$ cat config.mk
export PLATFORM = sky130hd
export DESIGN_NAME = charge_control_sequencer
export DESIGN_NICKNAME = d
export VERILOG_FILES = /design/src/verilog/chg_pkg.sv /design/src/verilog/tmr_if.sv /design/src/verilog/charge_control_sequencer.sv /design/src/verilog/safety_timer.sv
export SDC_FILE = /design/constraint.sdc
export NUM_CORES = 1
export LEC_CHECK = 0
export BUFFER_PORTS_ARGS = -buffer_cell sky130_fd_sc_hd__buf_2
export CAP_MARGIN = 20
export CORE_AREA = 8 8 119 121
export DETAILED_ROUTE_END_ITERATION = 8
export DIE_AREA = 0 0 127 129
export GPL_TIMING_DRIVEN = 0
export SLEW_MARGIN = 20
export SYNTH_ARGS = -nofsm -noshare
export SYNTH_HDL_FRONTEND = slang
export SYNTH_HIERARCHICAL = 1
export SYNTH_SLANG_ARGS = --single-unit
$ cat constraint.sdc
create_clock -name ref_clk -period 6.88 [get_ports ref_clk]
set_input_delay 1.376 -clock ref_clk [delete_from_list [all_inputs] [get_ports ref_clk]]
set_output_delay 1.376 -clock ref_clk [all_outputs]
set_load 0.005 [all_outputs]
$ cat src/verilog/chg_pkg.sv
// Purpose: constants and types for the charge control sequencer
// Assumes: 25 MHz ref_clk, synchronous active-high reset
// Notes: analog levels arrive as comparator bits from the power stage
// How it works
// - supply arrival sets reduced charge limit bit
// - below precharge threshold use small precharge current
// - fast charge ramps to programmed limited current
// - regulation voltage code accepted; taper near it
// - terminate at termination current above recharge level
// - termination disabled at reset; host enables
// - four events restart the charge cycle
// - thermal foldback reduces current to zero
// - shutdown temperature suspends charging until cooled
// - timer runs when mode nonzero; commands restart
// - boost timeout at 32 s clears mode
// - charge timeout at 32 minutes clears mode
// - timeout changes only the mode field
// - input overvoltage stops converter, sets flag
// - overvoltage exit resumes charging automatically
// - charging fault clears mode, sets flags; the thermal fault here sets only FLB_FAULT and keeps the mode
// - any flag access releases interrupt; read clears
// - mode zero keeps high impedance state
package chg_pkg;
    localparam logic [1:0] MODE_OFF    = 2'h0;
    localparam logic [1:0] MODE_BOOST  = 2'h1;
    localparam logic [1:0] MODE_CHG    = 2'h2;
    localparam logic [1:0] MODE_CHG_RC = 2'h3;
    localparam int  CLK_HZ           = 25000000;
    localparam int  BOOST_LIMIT_S    = 32;
    localparam int  CHARGE_LIMIT_MIN = 32;
    localparam int  CHARGE_LIMIT_S   = CHARGE_LIMIT_MIN * 60;
    localparam logic [10:0] BOOST_SECS  = 11'(BOOST_LIMIT_S);
    localparam logic [10:0] CHARGE_SECS = 11'(CHARGE_LIMIT_S);
    localparam logic [1:0] ILIM_100MA   = 2'h0;
    localparam logic [3:0] ICHG_RESET   = 4'h0;
    localparam logic [5:0] VREG_RESET   = 6'h00;
    localparam logic [2:0] TERMINATION_CURRENT_RESET  = 3'h0;
    localparam logic [3:0] RAMP_ZERO    = 4'h0;
    // flag bit positions inside interrupt_flags_b (FLB_*) and interrupt_flags_a (FLA_OVP)
    localparam int  FLB_CHG_TO   = 0;
    localparam int  FLB_BOOST_TO = 1;
    localparam int  FLB_FAULT    = 2;
    localparam int  FLA_OVP      = 0;
    typedef enum logic [5:0] {
        ST_HIZ     = 6'h01,
        ST_PRECHG  = 6'h02,
        ST_FAST    = 6'h04,
        ST_VREG    = 6'h08,
        ST_DONE    = 6'h10,
        ST_BOOST   = 6'h20
    } chg_state_t;
    typedef enum logic [1:0] {
        CUR_NONE  = 2'h0,
        CUR_PRE   = 2'h1,
        CUR_FAST  = 2'h2
    } cur_sel_t;
endpackage : chg_pkg

$ cat src/verilog/tmr_if.sv
// Purpose: link between sequencer and safety timer
// Assumes: single clock domain
// Notes: none
interface tmr_if;
    logic       run;
    logic       restart;
    logic [1:0] mode;
    logic       boost_exp;
    logic       chg_exp;
    modport seq (output run, output restart, output mode,
                 input boost_exp, input chg_exp);
    modport tmr (input run, input restart, input mode,
                 output boost_exp, output chg_exp);
endinterface : tmr_if

$ cat src/verilog/charge_control_sequencer.sv
// Purpose: charge mode sequencer, protections and fault flags
// Assumes: comparator inputs synchronous; host bits from i2c logic
// Notes: current outputs are codes for the analog loops
module charge_control_sequencer (
    input  wire logic       ref_clk,
    input  wire logic       rst,
    input  wire logic       supply_present,
    input  wire logic       input_ovp,
    input  wire logic       input_ovp_exit,
    input  wire logic       bat_below_precharge,
    input  wire logic       bat_near_regulation,
    input  wire logic       bat_below_recharge,
    input  wire logic       chg_below_termination,
    input  wire logic       temp_above_foldback,
    input  wire logic       temp_above_foldback_10,
    input  wire logic       temp_above_shutdown,
    input  wire logic       temp_below_shutdown_10,
    input  wire logic       host_cmd_valid,
    input  wire logic       host_write,
    input  wire logic [1:0] host_mode,
    input  wire logic       host_mode_wr,
    input  wire logic       host_term_en,
    input  wire logic       host_reduced_clr,
    input  wire logic       host_reset_bit,
    input  wire logic [1:0] host_ilim,
    input  wire logic [3:0] host_ichg,
    input  wire logic [5:0] host_vreg,
    input  wire logic [2:0] host_termination_current,
    input  wire logic       host_flag_access,
    input  wire logic       host_read_a,
    input  wire logic       host_read_b,
    output logic [1:0]      operation_mode_field,
    output logic            reduced_charge_limit_bit,
    output logic            termination_enable,
    output logic [1:0]      input_current_limit,
    output logic [3:0]      fast_charge_current,
    output logic [5:0]      regulation_voltage,
    output logic [2:0]      termination_current,
    output logic [3:0]      charge_current_cmd,
    output logic            taper_active,
    output logic            converter_on,
    output logic [1:0]      cur_select,
    output logic [5:0]      charge_state,
    output logic [0:0]      interrupt_flags_a,
    output logic [2:0]      interrupt_flags_b,
    output logic            int_n_o,
    output logic            int_n_oe
);
    chg_pkg::chg_state_t state_r;
    chg_pkg::chg_state_t state_nxt;
    logic [1:0] mode_r;
    logic       low_r;
    logic       term_r;
    logic       sup_d_r;
    logic       ovp_r;
    logic       hot_r;
    logic [3:0] ramp_r;
    logic       intp_r;
    logic [0:0] fa_r;
    logic [2:0] fb_r;
    logic       restart;
    logic       fault_hit;
    logic       blocked;
    tmr_if      tif ();

    function automatic logic charging(input logic [1:0] m);
        charging = m[1];
    endfunction : charging

    assign blocked   = ovp_r || hot_r;
    assign fault_hit = tif.boost_exp || tif.chg_exp;
    assign restart   = (supply_present && !sup_d_r)
        || (host_write && host_reset_bit)
        || (mode_r == chg_pkg::MODE_CHG_RC && term_r && bat_below_recharge
            && state_r == chg_pkg::ST_DONE)
        || (state_r == chg_pkg::ST_DONE && term_r && host_write
            && !host_term_en);
    assign tif.run     = (mode_r != chg_pkg::MODE_OFF);
    assign tif.restart = host_cmd_valid;
    assign tif.mode    = mode_r;

    safety_timer u_tmr (
        .ref_clk (ref_clk),
        .rst     (rst),
        .t       (tif)
    );

    // host bits; timeouts only touch the mode field
    always_ff @(posedge ref_clk) begin
        if (rst) begin
            mode_r <= chg_pkg::MODE_OFF;
        end else if (fault_hit) begin
            mode_r <= chg_pkg::MODE_OFF;
        end else if (host_write && host_mode_wr) begin
            mode_r <= host_mode;
        end
    end

    always_ff @(posedge ref_clk) begin
        if (rst) begin
            term_r <= 1'b0;
            input_current_limit <= chg_pkg::ILIM_100MA;
            fast_charge_current <= chg_pkg::ICHG_RESET;
            regulation_voltage  <= chg_pkg::VREG_RESET;
            termination_current <= chg_pkg::TERMINATION_CURRENT_RESET;
        end else if (host_write) begin
            term_r <= host_term_en;
            input_current_limit <= host_ilim;
            fast_charge_current <= host_ichg;
            regulation_voltage  <= host_vreg;
            termination_current <= host_termination_current;
        end
    end

    always_ff @(posedge ref_clk) begin
        if (rst) begin
            sup_d_r <= 1'b0;
            low_r   <= 1'b0;
        end else begin
            sup_d_r <= supply_present;
            if (supply_present && !sup_d_r) begin
                low_r <= 1'b1;
            end else if (host_write && host_reduced_clr) begin
                low_r <= 1'b0;
            end
        end
    end

    // protection latches with hysteresis
    always_ff @(posedge ref_clk) begin
        if (rst) begin
            ovp_r <= 1'b0;
            hot_r <= 1'b0;
        end else begin
            if (input_ovp) begin
                ovp_r <= 1'b1;
            end else if (input_ovp_exit) begin
                ovp_r <= 1'b0;
            end
            if (temp_above_shutdown) begin
                hot_r <= 1'b1;
            end else if (temp_below_shutdown_10) begin
                hot_r <= 1'b0;
            end
        end
    end

    always_comb begin
        state_nxt = state_r;
        case (state_r)
            chg_pkg::ST_HIZ: begin
                if (mode_r == chg_pkg::MODE_BOOST && !blocked) begin
                    state_nxt = chg_pkg::ST_BOOST;
                end else if (charging(mode_r) && !blocked) begin
                    state_nxt = chg_pkg::ST_PRECHG;
                end
            end
            chg_pkg::ST_PRECHG: begin
                if (!bat_below_precharge) begin
                    state_nxt = chg_pkg::ST_FAST;
                end
            end
            chg_pkg::ST_FAST: begin
                if (bat_near_regulation) begin
                    state_nxt = chg_pkg::ST_VREG;
                end
            end
            chg_pkg::ST_VREG: begin
                if (term_r && chg_below_termination
                    && !bat_below_recharge) begin
                    state_nxt = chg_pkg::ST_DONE;
                end
            end
            chg_pkg::ST_DONE: state_nxt = chg_pkg::ST_DONE;
            chg_pkg::ST_BOOST: begin
                if (mode_r != chg_pkg::MODE_BOOST) begin
                    state_nxt = chg_pkg::ST_HIZ;
                end
            end
            default: state_nxt = chg_pkg::ST_HIZ;
        endcase
        if (state_r != chg_pkg::ST_BOOST && state_r != chg_pkg::ST_HIZ
            && restart) begin
            state_nxt = chg_pkg::ST_PRECHG;
        end
        if (mode_r == chg_pkg::MODE_OFF || blocked || fault_hit
            || (state_r != chg_pkg::ST_BOOST && state_r != chg_pkg::ST_HIZ
                && !charging(mode_r))) begin
            state_nxt = chg_pkg::ST_HIZ;
        end
    end

    always_ff @(posedge ref_clk) begin
        if (rst) begin
            state_r <= chg_pkg::ST_HIZ;
        end else begin
            state_r <= state_nxt;
        end
    end

    // current ramp toward limited target with thermal foldback
    always_ff @(posedge ref_clk) begin
        if (rst || state_r != chg_pkg::ST_FAST && state_r != chg_pkg::ST_VREG
            || temp_above_foldback_10) begin
            ramp_r <= chg_pkg::RAMP_ZERO;
        end else if (temp_above_foldback) begin
            if (ramp_r != chg_pkg::RAMP_ZERO) begin
                ramp_r <= ramp_r - 4'h1;
            end
        end else if (ramp_r < fast_charge_current) begin
            ramp_r <= ramp_r + 4'h1;
        end else if (ramp_r > fast_charge_current) begin
            ramp_r <= fast_charge_current;
        end
    end

    always_ff @(posedge ref_clk) begin
        if (rst) begin
            charge_current_cmd <= chg_pkg::RAMP_ZERO;
            cur_select         <= chg_pkg::CUR_NONE;
            taper_active       <= 1'b0;
            converter_on       <= 1'b0;
        end else begin
            charge_current_cmd <= ramp_r;
            taper_active <= (state_r == chg_pkg::ST_VREG);
            converter_on <= (state_r != chg_pkg::ST_HIZ
                             && state_r != chg_pkg::ST_DONE);
            if (state_r == chg_pkg::ST_PRECHG) begin
                cur_select <= chg_pkg::CUR_PRE;
            end else if (state_r == chg_pkg::ST_FAST
                         || state_r == chg_pkg::ST_VREG) begin
                cur_select <= chg_pkg::CUR_FAST;
            end else begin
                cur_select <= chg_pkg::CUR_NONE;
            end
        end
    end

    // sticky flags: set wins over read clear
    always_ff @(posedge ref_clk) begin
        if (rst) begin
            fa_r <= 1'b0;
        end else if (input_ovp && !ovp_r) begin
            fa_r[chg_pkg::FLA_OVP] <= 1'b1;
        end else if (host_read_a) begin
            fa_r <= 1'b0;
        end
    end

    always_ff @(posedge ref_clk) begin
        if (rst) begin
            fb_r <= 3'h0;
        end else begin
            fb_r[chg_pkg::FLB_CHG_TO] <= tif.chg_exp
                || (fb_r[chg_pkg::FLB_CHG_TO] && !host_read_b);
            fb_r[chg_pkg::FLB_BOOST_TO] <= tif.boost_exp
                || (fb_r[chg_pkg::FLB_BOOST_TO] && !host_read_b);
            fb_r[chg_pkg::FLB_FAULT] <= (hot_r && charging(mode_r))
                || (fb_r[chg_pkg::FLB_FAULT] && !host_read_b);
        end
    end

    always_ff @(posedge ref_clk) begin
        if (rst) begin
            intp_r <= 1'b0;
        end else if ((input_ovp && !ovp_r) || fault_hit) begin
            intp_r <= 1'b1;
        end else if (host_flag_access) begin
            intp_r <= 1'b0;
        end
    end

    always_comb begin
        operation_mode_field     = mode_r;
        reduced_charge_limit_bit = low_r;
        termination_enable       = term_r;
        charge_state             = state_r;
        interrupt_flags_a        = fa_r;
        interrupt_flags_b        = fb_r;
        int_n_o                  = 1'b0;
        int_n_oe                 = !intp_r;
    end

    AST_OFF_HIZ: assert property (@(posedge ref_clk) disable iff (rst)
        mode_r == chg_pkg::MODE_OFF |=> state_r == chg_pkg::ST_HIZ)
        else $error("mode off but not high impedance");
    AST_TIMEOUT_MODE: assert property (@(posedge ref_clk) disable iff (rst)
        fault_hit |=> mode_r == chg_pkg::MODE_OFF && intp_r)
        else $error("timeout did not clear mode");
    AST_PARAMS_KEEP: assert property (@(posedge ref_clk) disable iff (rst)
        fault_hit && !host_write |=> $stable(fast_charge_current)
        && $stable(regulation_voltage))
        else $error("timeout touched parameters");
    AST_LOW_SET: assert property (@(posedge ref_clk) disable iff (rst)
        supply_present && !sup_d_r |=> low_r)
        else $error("reduced charge not set");
    AST_PRE_FAST: assert property (@(posedge ref_clk) disable iff (rst)
        state_r == chg_pkg::ST_PRECHG && !bat_below_precharge && !blocked
        && charging(mode_r) && !fault_hit && !restart
        |=> state_r == chg_pkg::ST_FAST)
        else $error("no fast charge entry");
    AST_NO_TERM: assert property (@(posedge ref_clk) disable iff (rst)
        state_r == chg_pkg::ST_VREG && !term_r
        |=> state_r != chg_pkg::ST_DONE)
        else $error("terminated while disabled");
    AST_OVP_FLAG: assert property (@(posedge ref_clk) disable iff (rst)
        input_ovp && !ovp_r |=> fa_r[chg_pkg::FLA_OVP] ##2 !converter_on)
        else $error("overvoltage not flagged");
    AST_INT_REL: assert property (@(posedge ref_clk) disable iff (rst)
        host_flag_access && !input_ovp && !fault_hit |=> !intp_r)
        else $error("interrupt not released");
    AST_HOT: assert property (@(posedge ref_clk) disable iff (rst)
        temp_above_shutdown |=> ##1 state_r == chg_pkg::ST_HIZ)
        else $error("no thermal shutdown");
    COV_DONE: cover property (@(posedge ref_clk) state_r == chg_pkg::ST_DONE);
    COV_BOOST: cover property (@(posedge ref_clk) tif.boost_exp);
    COV_OVP: cover property (@(posedge ref_clk) ovp_r ##1 !ovp_r);
endmodule : charge_control_sequencer

$ cat src/verilog/safety_timer.sv
// Purpose: safety timer from one seconds time base
// Assumes: expiry pulses last two cycles, until the cleared mode stops run
// Notes: counts whole seconds, compares by mode
module safety_timer (
    input  wire logic ref_clk,
    input  wire logic rst,
    tmr_if.tmr        t
);
    localparam logic [24:0] TICK_MAX = 25'(chg_pkg::CLK_HZ - 1);
    logic [24:0] tick_r;
    logic [10:0] secs_r;
    logic        bexp_r;
    logic        cexp_r;
    logic        sec_pulse;
    assign sec_pulse = (tick_r == TICK_MAX);
    assign t.boost_exp = bexp_r;
    assign t.chg_exp   = cexp_r;

    always_ff @(posedge ref_clk) begin
        if (rst || !t.run || t.restart) begin
            tick_r <= 25'h0;
            secs_r <= 11'h0;
        end else if (sec_pulse) begin
            tick_r <= 25'h0;
            if (secs_r != 11'h7FF) begin
                secs_r <= secs_r + 11'h1;
            end
        end else begin
            tick_r <= tick_r + 25'h1;
        end
    end

    always_ff @(posedge ref_clk) begin
        if (rst) begin
            bexp_r <= 1'b0;
            cexp_r <= 1'b0;
        end else begin
            bexp_r <= t.run && !t.restart
                      && t.mode == chg_pkg::MODE_BOOST
                      && secs_r == chg_pkg::BOOST_SECS;
            cexp_r <= t.run && !t.restart && t.mode[1]
                      && secs_r == chg_pkg::CHARGE_SECS;
        end
    end

    AST_NO_EXP_IDLE: assert property (@(posedge ref_clk) disable iff (rst)
        !t.run |=> !bexp_r && !cexp_r)
        else $error("timer expired while idle");
    AST_RESTART_CLR: assert property (@(posedge ref_clk) disable iff (rst)
        t.restart |=> secs_r == 11'h0)
        else $error("restart did not clear timer");
endmodule : safety_timer

# Word-level counts from Yosys, hierarchy flattened
# Index checks and enable logic that the tools add are counted.
dict set report classes {
  add_sub_neg 4
  n_mux 24
  n_eq_ne 29
  reduce_logical 74
  n_lt_le_gt_ge 2
}
# cell count
set ops {}
lappend ops {{two-way mux 6 bit} 6}
lappend ops {{case mux 6 bit (6 select lines)} 1}
lappend ops {{logical AND 1 bit} 29}
lappend ops {{adder 25 x 1 -> 25 bit (second input constant)} 1}
lappend ops {{equality test 25 bit (second input constant)} 1}
lappend ops {{logical OR 1 bit} 17}
lappend ops {{two-way mux 4 bit} 4}
lappend ops {{inequality test 3 bit (second input constant)} 5}
lappend ops {{nonzero test 2 bit} 6}
lappend ops {{adder 11 x 1 -> 11 bit (second input constant)} 1}
lappend ops {{equality test 11 bit (second input constant)} 1}
lappend ops {{equality test 11 x 6 -> 1 bit (second input constant)} 1}
lappend ops {{two-way mux 1 bit} 11}
lappend ops {{inequality test 11 bit (second input constant)} 1}
lappend ops {{logical NOT 1 bit} 10}
lappend ops {{AND reduction 5 bit} 2}
lappend ops {{inequality test 2 bit (second input constant)} 4}
lappend ops {{OR reduction 2 bit} 4}
lappend ops {{equality test 6 x 1 -> 1 bit (second input constant)} 1}
lappend ops {{equality test 6 x 2 -> 1 bit (second input constant)} 1}
lappend ops {{equality test 6 x 3 -> 1 bit (second input constant)} 1}
lappend ops {{equality test 6 x 4 -> 1 bit (second input constant)} 1}
lappend ops {{equality test 6 x 5 -> 1 bit (second input constant)} 1}
lappend ops {{equality test 6 bit (second input constant)} 1}
lappend ops {{other kinds (19)} 22}
dict set report word_totals {
  out_inout_bits 39
  input_bits 39
  regBits 83
  elab_cells 158
}

# Logic depth before layout (Yosys ltp)
# Gate-level depths: netlist of the first run.
dict set report logic_depth {
  depth_word 9
  depth_mapped 8
  ltp_nobuf 7
}

# Cells and area by module
# The synthesis of the first run kept the hierarchy.
# module cells_each seq_area_each_um2 n_inst area_per_inst_um2
set modules_own_cells {}
lappend modules_own_cells {charge_control_sequencer 243 900.9 1 2098.3}
lappend modules_own_cells {safety_timer 203 760.7 1 1749.2}

# Worst setup path before layout of the first run
# Ideal clock, no wire load.
dict set report synth_path {
  path_kind {input -> register}
  from {input port host_cmd_valid}
  to {register u_tmr.secs_r[8]}
  path_slack_ns 4.282
  cell_stages 4
  t_arrival_ns 2.536
  setup_time_ns 0.062
  n_path_buf 1
  required_time_ns 6.818
  cell_sequence {or3b_2 clkbuf_2 or4_1 nand2_1}
}
dict set report synth_via {
  elab_chain_cells 1
}
# item line
set synth_lines {}
lappend synth_lines {{start, declared} charge_control_sequencer.sv:18} ;# input wire logic host_cmd_valid,
lappend synth_lines {{logical OR 1 bit} safety_timer.sv:20} ;# if (rst || !t.run || t.restart) begin
lappend synth_lines {{end signal, assigned} safety_timer.sv:26} ;# secs_r <= secs_r + 11'h1;
lappend synth_lines {{end, declared} safety_timer.sv:11} ;# logic [10:0] secs_r;
# Every way passes these cells.
# A chain may end at the register's enable or synchronous reset.

# Worst setup path after layout of the first run
dict set report layout_path {
  from {register u_tmr.tick_r[0]}
  to {register u_tmr.secs_r[6]}
}
dict set report layout_via {
  elab_chain_cells 2
}
# item line
set layout_lines {}
lappend layout_lines {{start, declared} safety_timer.sv:10} ;# logic [24:0] tick_r;
lappend layout_lines {{start signal, assigned} safety_timer.sv:29} ;# tick_r <= tick_r + 25'h1;
lappend layout_lines {{equality test 25 bit} safety_timer.sv:15} ;# assign sec_pulse = (tick_r == TICK_MAX);
lappend layout_lines {{AND reduction 2 bit (no line)} -}
# Every way passes these cells.

==> qor.csv, run 1 <==
stage;metric;value;unit
logic_synthesis;synth top area cells;dfxtp_1 43%, nor2_1 7.0%, mux2i_1 4.9%, a21oi_1 3.3%, ha_1 3.3%;
worst_setup_path;Worst Setup EP;u_tmr/secs_r[6]$_SDFFE_PP0P_;
worst_setup_path;CP startpoint kind;register;
detailed_routing;DR iter-0 viols;383;
clock_network;# Post-CTS Setup Buffers;0;
clock_network;H-tree Lvls;3;
sta;clock skew;0.00722;ns
clock_network;cts repair resizes;0;
worst_hold_path;hold crit path type;reg -> reg;
sta;max-slew violations;0;
layout;Net count, final;582;
worst_hold_path;hold-critical path depth;1;
clock_network;Hold-fix buffers, CTS;0;
worst_setup_path;Crit path required time;7.08;ns
logic_synthesis;area leader, netlist;dfxtp_1;
worst_setup_path;worst path arrival time;2.78;ns
detailed_routing;Vias/cell;5.08;
power;VDD IR max;0.100;mV
sta;fmax;388;MHz
worst_setup_path;r2r startpoint;u_tmr/tick_r[0]$_SDFF_PP0_;
placement;I/O Buffers;76;
logic_synthesis;Syn Area/Cell;8.63;um^2
grt;first-pass GRT wire length;16000;um
logic_synthesis;Post-synth EDFFs;0;
worst_setup_path;worst-path maximum fanout;10;
detailed_routing;Post-route DRC;0;
logic_synthesis;ys flop type;dfxtp_1;
clock_network;Root Buffer;clkbuf_16;
layout;n_diodes;0;
grt;GRT Total Usage;0.119;
clock_network;clock tree buffer depth;2;
logic_synthesis;synth warn;6;
die;initial core utilization;0.313;
layout;Layout area overhead;23.4;%
sta;setup TNS;0;ns
die;core area;12300;um^2
sta;final period utilization;0.375;
grt;initial antenna violation count;0;
die;I/O pins;78;
die;Rows;41;
sta;Worst-Margin Slew;0.882;ns
grt;largest net degree at the start of global routing;15;
placement;Placed Area;4420;um^2
sta;RSZ-0062 raised after global routing;no;
clock_network;# clock sinks;83;
logic_synthesis;post-synthesis async set-or-reset flop share;0;
worst_setup_path;crit path kind;reg -> reg;
detailed_routing;final antenna-violating net count;0;
sta;Fin. Hold Viols;0;
die;Die H;129;um
clock_network;CTS tree;built;
detailed_routing;routed via count;3498;
worst_setup_path;CP Capture Type;register;
clock_network;clk slew on worst S/H paths;0.06;ns
worst_setup_path;Register-to-Register Path Depth;7;
grt;vias in the first global route;3352;
power;total leakage power;1.87;nW
detailed_routing;Routed WL;9750;um
logic_synthesis;area share of the largest cell type after synthesis;0.432;
power;Cell Pwr Density;229;nW/um^2
sta;# setup viols final;0;
grt;Congestion Overflow GR;0;
die;Die W;127;um
sta;Relative slew margins;0.407;
layout;layout cells sized above 1;0.217;
sta;Setup WS post-layout;4.30;ns
clock_network;total CTS buffers;9;
placement;Detailed Place HPWL;7380;um
clock_network;worst skew pair latency;0.34;ns
logic_synthesis;sequential share of the synthesized area;0.432;
placement;Cells after DPL;672;
detailed_routing;first drt pass iteration count;4;
layout;Layout Cell Area excl Fill;4750;um^2
die;die area;16400;um^2
detailed_routing;post-DR wirelength/cell;14.2;um
logic_synthesis;Net Count, Synth;495;
logic_synthesis;Cell Area, Synth;3850;um^2
placement;Final Wtd Congestion;0.856;
placement;pre-CTS setup slack;3.72;ns
logic_synthesis;flops & latches, synth;83;
worst_setup_path;reg2reg setup slack;4.30;ns
outcome;status;finished, final reports clean;
sta;min Tclk post-route;2.58;ns
layout;fin cells;688;
logic_synthesis;synth unique cells;58;
logic_synthesis;Syn Inst Count;446;
run;max_cap viols;0;
worst_setup_path;Critical Path Start;u_tmr/tick_r[0]$_SDFF_PP0_;
worst_setup_path;RR Endpoint;u_tmr/secs_r[6]$_SDFFE_PP0P_;
## layout by cell type, fill, tap and decap left out, drive strengths merged, types with 8 or more instances in the layout
cell and instances:
nand3 25, dfxtp 83, nor3 9, xnor2 14
xor2 13, nor4 9, ha 10, buf 83
nor2 72, inv 21, mux2i 19, o21ai 8
nand2 26, nand4 14, a21oi 25, clkbuf 18
and3 8
## synthesized netlist by cell type, drive strengths merged, types with 5 or more instances
master,instances
nand3,25
or4,5
mux2i,19
inv,21
xor2,13
nand4,14
nor3,9
or3,7
nand2b,7
nand2,26
nor2,72
nor4,9
ha,10
xnor2,14
a21oi,25
buf,7
nor3b,5
nor2b,7
dfxtp,83
and3,8
clkbuf,8
o21ai,8
## through the flow
| step | util | total power (W) | hold slack [ns] |
|---|---|---|---|
| detailed placement | 0.359 | 0.000576 | 0.439 |
| floorplan | - | 0.000545 | 0.418 |
| global route | 0.386 | 0.00113 | 0.487 |
| global placement | 0.359 | 0.000575 | 0.432 |
| CTS | 0.385 | 0.00110 | 0.453 |
| finish | 0.386 | 0.00109 | 0.450 |
## cell type report
class                   count  area (um^2)
clock buffers              10          239
flip-flops and latches     83         1660
clock inverters             6         88.8
fillers                  1222         7560
well taps                 150          188
repair buffers             76          380
inverters                  21         78.8
multi-input cells         327         2040
plain buffers              15         72.6
## critical path, stage by stage, from the launching register on
cell and delay [ns]:
dfxtp_1 0.35, ha_1 0.21, nand2_1 0.12, or4b_4 0.54
or4_4 0.58, buf_6 0.16, o311ai_0 0.36, o31ai_1 0.13
## sequential cells by signal, summed over array words and instances, names as in the netlist, 3 cells and up
name / flops
charge_current_cmd: 4
charge_state: 6
fast_charge_current: 4
interrupt_flags_b: 3
ramp_r: 4
regulation_voltage: 6
termination_current: 3
u_tmr/secs_r: 11
u_tmr/tick_r: 25
## cell families after synthesis
family,count (synthesis),share of synthesized area
muxes,21,0.0553
and+or+nand+nor,208,0.279
adders and majority gates,10,0.0325
other,1,0.000975
xor gates and xnor gates,27,0.0615
buffers and inverters,36,0.0394
DFF,83,0.432
AOI/OAI and AO/OA,60,0.0995
## how the worst min path moves through the flow
stage / start / to / slack, ns
finish: u_tmr/tick_r[0]$_SDFF_PP0_ / u_tmr/tick_r[0]$_SDFF_PP0_ / 0.45
global route: u_tmr/tick_r[0]$_SDFF_PP0_ / u_tmr/tick_r[0]$_SDFF_PP0_ / 0.49
CTS: u_tmr/tick_r[0]$_SDFF_PP0_ / u_tmr/tick_r[0]$_SDFF_PP0_ / 0.45
detailed placement: u_tmr/tick_r[0]$_SDFF_PP0_ / u_tmr/tick_r[0]$_SDFF_PP0_ / 0.44
global placement: u_tmr/tick_r[0]$_SDFF_PP0_ / u_tmr/tick_r[0]$_SDFF_PP0_ / 0.43
floorplan: u_tmr/tick_r[0]$_SDFF_PP0_ / u_tmr/tick_r[0]$_SDFF_PP0_ / 0.42
## metal layers
layer	vias up	GRT usage	wire, um
met1	1629	0.142	4420
li1	1741	-	-
met5	-	0	0
met2	115	0.196	4480
met3	13	0.0339	731
met4	0	0.0497	117
## power by group
group / internal (W) / total, W / switching (W)
clock: 0.000328 / 0.000521 / 0.000193
combinational: 0.0000314 / 0.0000692 / 0.0000378
sequential: 0.000490 / 0.000496 / 0.00000663
Power figures use the tool's default switching activity.
==> run 2: changes to the inputs <==
==> constraint.sdc (replaced) <==
create_clock -name ref_clk -period 2.37 [get_ports ref_clk]
set_input_delay 0.474 -clock ref_clk [delete_from_list [all_inputs] [get_ports ref_clk]]
set_output_delay 0.474 -clock ref_clk [all_outputs]
set_load 0.005 [all_outputs]
==> run 2 against run 1 <==
Net effect: critical path type unchanged; register-to-register slack got worse by 4.3 ns; the run now ends with setup timing left; final area rose by 2.6%; via count is 0.94% lower; clock skew up 0.0016 ns.
==> qor.csv, run 2 (synthesis gave the netlist of run 1 again) <==
stage;metric;value;unit
worst_setup_path;worst path arrival time;2.66;ns
sta;clock skew;0.00880;ns
sta;setup TNS;-0.0183;ns
detailed_routing;Routed WL;9880;um
detailed_routing;first drt pass iteration count;5;
die;core area;12300;um^2
sta;Relative slew margins;0.410;
worst_hold_path;hold-critical path depth;3;
power;Comb pwr share;0.065;
worst_setup_path;Critical Path Start;u_tmr/tick_r[0]$_SDFF_PP0_;
die;Rows;41;
clock_network;# clock sinks;83;
die;I/O pins;78;
detailed_routing;post-DR wirelength/cell;14.3;um
worst_setup_path;crit path kind;reg -> reg;
clock_network;CTS tree;built;
clock_network;Root Buffer;clkbuf_16;
grt;initial antenna violation count;0;
die;Die W;127;um
power;total leakage power;1.95;nW
power;Cell Pwr Density;649;nW/um^2
die;Die H;129;um
placement;Detailed Place HPWL;7420;um
clock_network;clk slew on worst S/H paths;0.06;ns
worst_hold_path;hold crit path type;in -> reg;
sta;min Tclk post-route;2.39;ns
power;internal power;0.00249;W
worst_hold_path;hold wc startpoint;temp_above_shutdown;
worst_setup_path;reg2reg setup slack;-0.02;ns
layout;Largest register FFs;25;
worst_setup_path;r2r startpoint;u_tmr/tick_r[0]$_SDFF_PP0_;
worst_setup_path;RR Endpoint;u_tmr/secs_r[2]$_SDFFE_PP0P_;
clock_network;H-tree Lvls;3;
layout;Layout area overhead;26.6;%
layout;most frequent cells in the layout;78 x buf_2, 78 x dfxtp_1, 72 x nor2_1, 25 x nand3_1;
layout;layout cells sized above 1;0.245;
die;initial core utilization;0.313;
layout;n_diodes;0;
die;die area;16400;um^2
worst_setup_path;Crit path required time;2.64;ns
layout;# fillers;1218;
power;net switching power;0.000665;W
sta;max-slew violations;0;
power;clock power share;0.478;
grt;largest net degree at the start of global routing;14;
layout;leading registers by flop count;u_tmr/tick_r: 25 flops, u_tmr/secs_r: 11 flops;
grt;vias in the first global route;3335;
sta;Fin. Hold Viols;0;
placement;I/O Buffers;76;
detailed_routing;routed via count;3465;
layout;final core occ;0.396;
clock_network;worst skew pair latency;0.33;ns
layout;Net count, final;587;
detailed_routing;DR iter-0 viols;271;
sta;RSZ-0062 raised after global routing;yes;
sta;Worst-Margin Slew;0.876;ns
outcome;failing checks;setup timing;
detailed_routing;final antenna-violating net count;0;
layout;Most flops, register;u_tmr/tick_r;
worst_hold_path;Hold Path Sink;hot_r$_SDFFE_PP0P_;
placement;Final Wtd Congestion;0.864;
detailed_routing;Vias/cell;5.00;
power;sequential share of power;0.456;
run;max_cap viols;0;
worst_setup_path;CP Capture Type;register;
clock_network;clock tree buffer depth;2;
sta;Setup WS post-layout;-0.0183;ns
power;VDD IR max;0.323;mV
power;switch share;0.211;
grt;GRT Total Usage;0.120;
sta;# setup viols final;1;
worst_setup_path;Register-to-Register Path Depth;7;
worst_setup_path;worst-path maximum fanout;5;
worst_setup_path;CP startpoint kind;register;
sta;fmax;419;MHz
grt;first-pass GRT wire length;16000;um
clock_network;total CTS buffers;9;
detailed_routing;Post-route DRC;0;
sta;final period utilization;1.01;
grt;Congestion Overflow GR;0;
outcome;status;finished, violations left;
## run 2: critical path: stages (launching register included)
cell and delay, ns:
dfxtp_2 0.36, ha_4 0.15, nand2_4 0.04, or4b_4 0.56, or4_4 0.60, buf_6 0.16
or3_4 0.33, a21oi_2 0.13
## run 2: metrics by stage
stage,hold WS [ns],instances,instance area [um^2],setup slack [ns],power [W]
final,0.360,693,4870,-0.0183,0.00316
after global routing,0.360,693,4870,-0.0651,0.00330
after CTS,0.339,691,4820,0.00310,0.00321
after detailed placement,0.444,672,4420,-0.241,0.00167
after global placement,0.434,672,4420,-0.200,0.00167
after floorplan,0.420,446,3850,0.00645,0.00158
## run 2: worst max-delay path by stage
stage / cells past startpoint / to
floorplan: 7 / u_tmr/secs_r[6]$_SDFFE_PP0P_
global route: 7 / u_tmr/secs_r[2]$_SDFFE_PP0P_
detailed placement: 8 / u_tmr/tick_r[17]$_SDFF_PP0_
CTS: 7 / u_tmr/secs_r[2]$_SDFFE_PP0P_
finish: 7 / u_tmr/secs_r[2]$_SDFFE_PP0P_
global placement: 8 / u_tmr/tick_r[18]$_SDFF_PP0_
## run 2: per-layer routing
| layer | up-vias | part of all wire | GRT usage |
|---|---|---|---|
| met4 | 0 | 0.011 | 0.0406 |
| met3 | 13 | 0.069 | 0.0430 |
| met1 | 1605 | 0.46 | 0.145 |
| met2 | 96 | 0.46 | 0.194 |
| met5 | - | 0 | 0 |
| li1 | 1751 | - | - |
## run 2: what timing repair did
| item | 4_1_cts | 5_1_grt |
|---|---|---|
| gates cloned | 2 | 0 |
| pin swaps | 4 | 5 |
| endpoints found under the setup margin | 31 | 5 |
| hold buffers | 0 | 0 |
| buffers inserted | 1 | 2 |
| gates resized for setup | 17 | 9 |
## run 2: layout make-up
class	instances	area, um^2	share of cell area
multi-input combinational	327	2100	0.431
sequential	83	1670	0.342
timing repair buffer	81	419	0.0861
clock buffer	12	256	0.0527
tap	150	188	0.0385
buffer	15	88.8	0.0182
inverter	21	78.8	0.0162
clock inverter	4	72.6	0.0149
## run 2: power by group through the flow
stage / Sequential, W / Clock [W] / Combinational (W)
2_1_floorplan: 0.00147 / 0 / 0.000111
3_3_place_gp: 0.00147 / 0 / 0.000198
3_5_place_dp: 0.00147 / 0 / 0.000202
4_1_cts: 0.00144 / 0.00156 / 0.000207
5_1_grt: 0.00145 / 0.00162 / 0.000231
6_report: 0.00144 / 0.00151 / 0.000206
==> run 3: changes to the inputs <==
--- a/config.mk
+++ b/config.mk
@@ -7,10 +7,13 @@
 export LEC_CHECK = 0
 export BUFFER_PORTS_ARGS = -buffer_cell sky130_fd_sc_hd__buf_2
 export CAP_MARGIN = 20
+export CELL_PAD_IN_SITES_DETAIL_PLACEMENT = 1
+export CELL_PAD_IN_SITES_GLOBAL_PLACEMENT = 1
 export CORE_AREA = 8 8 119 121
 export DETAILED_ROUTE_END_ITERATION = 8
 export DIE_AREA = 0 0 127 129
 export GPL_TIMING_DRIVEN = 0
+export PLACE_DENSITY_LB_ADDON = 0.1
 export SLEW_MARGIN = 20
 export SYNTH_ARGS = -nofsm -noshare
 export SYNTH_HDL_FRONTEND = slang
==> run 3 against run 2 <==
Net effect: the flow now finishes without violations; sequential cell count unchanged; sequential power is essentially flat; core utilization is 0.33 points lower; hold slack got worse by 0.031 ns; critical path type unchanged; largest cell class unchanged; largest power group is now sequential cells; highest routed layer unchanged.
==> qor.csv, run 3 (synthesis gave the netlist of run 1 again) <==
stage;metric;value;unit
worst_setup_path;Worst path depth;7;
sta;final period utilization;0.993;
worst_setup_path;Slowest Stage Delay on Critical Path;0.59;ns
power;Pwr Total;0.00293;W
placement;Final Wtd Congestion;0.788;
worst_setup_path;Critical Path Start;u_tmr/tick_r[1]$_SDFF_PP0_;
sta;Worst-Margin Slew;0.778;ns
worst_setup_path;Buf+Inv Stages, Crit Path;1;
worst_setup_path;Worst path top cell family by delay;simple AND/OR/NAND/NOR gates;
worst_setup_path;worst path arrival time;2.64;ns
die;Die W;127;um
detailed_routing;DRT met1 WL;5090;um
run;max_cap viols;0;
sta;min Tclk post-route;2.35;ns
worst_setup_path;Register-to-Register Path Depth;7;
die;initial core utilization;0.313;
clock_network;Root Buffer;clkbuf_16;
layout;Largest register FFs;25;
worst_setup_path;Crit path required time;2.65;ns
worst_setup_path;RR Endpoint;u_tmr/secs_r[2]$_SDFFE_PP0P_;
die;die area;16400;um^2
worst_setup_path;worst-path maximum fanout;7;
worst_setup_path;slowest CP cell;or4_4;
worst_setup_path;crit path cell chain;ha_4 > nand2_4 > or4b_4 > or4_4 > buf_8 > or3_4 > a21oi_2;
clock_network;# clock sinks;83;
sta;fmax;425;MHz
sta;max-slew violations;0;
power;net switching power;0.000692;W
power;internal power;0.00224;W
die;core area;12300;um^2
layout;layout cells sized above 1;0.248;
layout;most frequent cells in the layout;77 x buf_2, 77 x dfxtp_1, 72 x nor2_1, 25 x nand3_1, 24 x a21oi_1;
power;clock power share;0.438;
sta;clock skew;0.00610;ns
power;VDD IR max;0.284;mV
detailed_routing;post-DR wirelength/cell;16.0;um
grt;GRT Total Usage;0.143;
placement;I/O Buffers;76;
sta;Relative slew margins;0.477;
layout;Most flops, register;u_tmr/tick_r;
detailed_routing;final antenna-violating net count;0;
layout;Net count, final;590;
power;sequential share of power;0.491;
placement;Detailed Place HPWL;8360;um
detailed_routing;WL met3;514;um
grt;vias in the first global route;3705;
grt;initial antenna violation count;0;
detailed_routing;Routed WL;11200;um
worst_setup_path;crit path kind;reg -> reg;
worst_hold_path;hold-critical path depth;3;
worst_setup_path;CP Capture Type;register;
worst_setup_path;reg2reg setup slack;0.02;ns
layout;n_diodes;0;
clock_network;clock tree buffer depth;2;
placement;Placed Area;4420;um^2
worst_hold_path;hold crit path type;in -> reg;
worst_setup_path;CP startpoint kind;register;
sta;Fin. Hold Viols;0;
clock_network;total CTS buffers;9;
detailed_routing;Post-route DRC;0;
layout;Layout area overhead;25.6;%
layout;Layout Cell Area excl Fill;4830;um^2
detailed_routing;Vias/cell;5.03;
layout;leading registers by flop count;u_tmr/tick_r: 25 flops, u_tmr/secs_r: 11 flops;
detailed_routing;DR iter-0 viols;77;
sta;# setup viols final;0;
clock_network;H-tree Lvls;3;
die;Rows;41;
worst_setup_path;r2r startpoint;u_tmr/tick_r[1]$_SDFF_PP0_;
detailed_routing;routed via count;3499;
die;Die H;129;um
power;Comb pwr share;0.071;
power;switch share;0.236;
worst_hold_path;Hold Path Sink;hot_r$_SDFFE_PP0P_;
grt;first-pass GRT wire length;18600;um
clock_network;clk slew on worst S/H paths;0.06;ns
grt;largest net degree at the start of global routing;13;
outcome;status;finished, final reports clean;
sta;RSZ-0062 raised after global routing;yes;
clock_network;worst skew pair latency;0.35;ns
grt;Congestion Overflow GR;0;
detailed_routing;first drt pass iteration count;4;
die;I/O pins;78;
detailed_routing;Met2 Wirelength;5330;um
power;Cell Pwr Density;607;nW/um^2
power;total leakage power;1.94;nW
clock_network;CTS tree;built;
detailed_routing;top layer in use;met4;
worst_hold_path;hold wc startpoint;temp_above_shutdown;
-- run 3: timing repair --
item	4_1_cts	5_1_grt
buffers inserted	5	3
hold endpoints to repair	0	0
setup endpoints to repair	36	10
resized for setup	17	9
pin swaps	5	5
hold buffers	0	0
-- run 3: through the flow --
step                std cells  utilization  setup TNS [ns]  hold slack, ns  setup slack, ns
global route              695        0.392         -0.0930           0.323          -0.0364
global placement          672        0.359           -6.18           0.436           -0.266
CTS                       692        0.388               0           0.317          0.00925
finish                    695        0.392               0           0.329           0.0165
floorplan                 446            -               0           0.420          0.00645
detailed placement        672        0.359           -6.99           0.442           -0.283
-- run 3: worst max path at each step --
| stage | slack [ns] | endpoint |
|---|---|---|
| finish | 0.02 | u_tmr/secs_r[2]$_SDFFE_PP0P_ |
| global route | -0.04 | u_tmr/secs_r[2]$_SDFFE_PP0P_ |
| CTS | 0.009 | u_tmr/secs_r[4]$_SDFFE_PP0P_ |
| detailed placement | -0.28 | u_tmr/tick_r[17]$_SDFF_PP0_ |
| global placement | -0.27 | u_tmr/tick_r[21]$_SDFF_PP0_ |
| floorplan | 0.006 | u_tmr/secs_r[6]$_SDFFE_PP0P_ |
-- run 3: power groups by stage --
| stage | Combinational (W) | Clock [W] | Sequential [W] |
|---|---|---|---|
| final | 0.000210 | 0.00128 | 0.00144 |
| after global routing | 0.000234 | 0.00139 | 0.00144 |
| after CTS | 0.000213 | 0.00134 | 0.00144 |
| after detailed placement | 0.000209 | 0 | 0.00147 |
| after global placement | 0.000206 | 0 | 0.00147 |
| after floorplan | 0.000111 | 0 | 0.00147 |
-- run 3: cell type report --
cell class              instances  area (um^2)
multi-input cells             327         2100
inverters                      21         78.8
well taps                     150          188
plain buffers                  15         88.8
flip-flops and latches         83         1670
clock buffers                  12          246
clock inverters                 3         15.0
fillers                      1479         7480
repair buffers                 84          440
-- run 3: worst register-to-register path: stages, from the launching register on --
cell and delay (ns):
dfxtp_2 0.35, ha_4 0.15, nand2_4 0.06, or4b_4 0.52
or4_4 0.59, buf_8 0.16, or3_4 0.36, a21oi_2 0.11
-- run 3: layer usage --
metal | vias to the layer above | GRT usage
met4 | 0 | 0.0644
met5 | - | 0
li1 | 1753 | -
met2 | 56 | 0.236
met1 | 1677 | 0.168
met3 | 13 | 0.0426
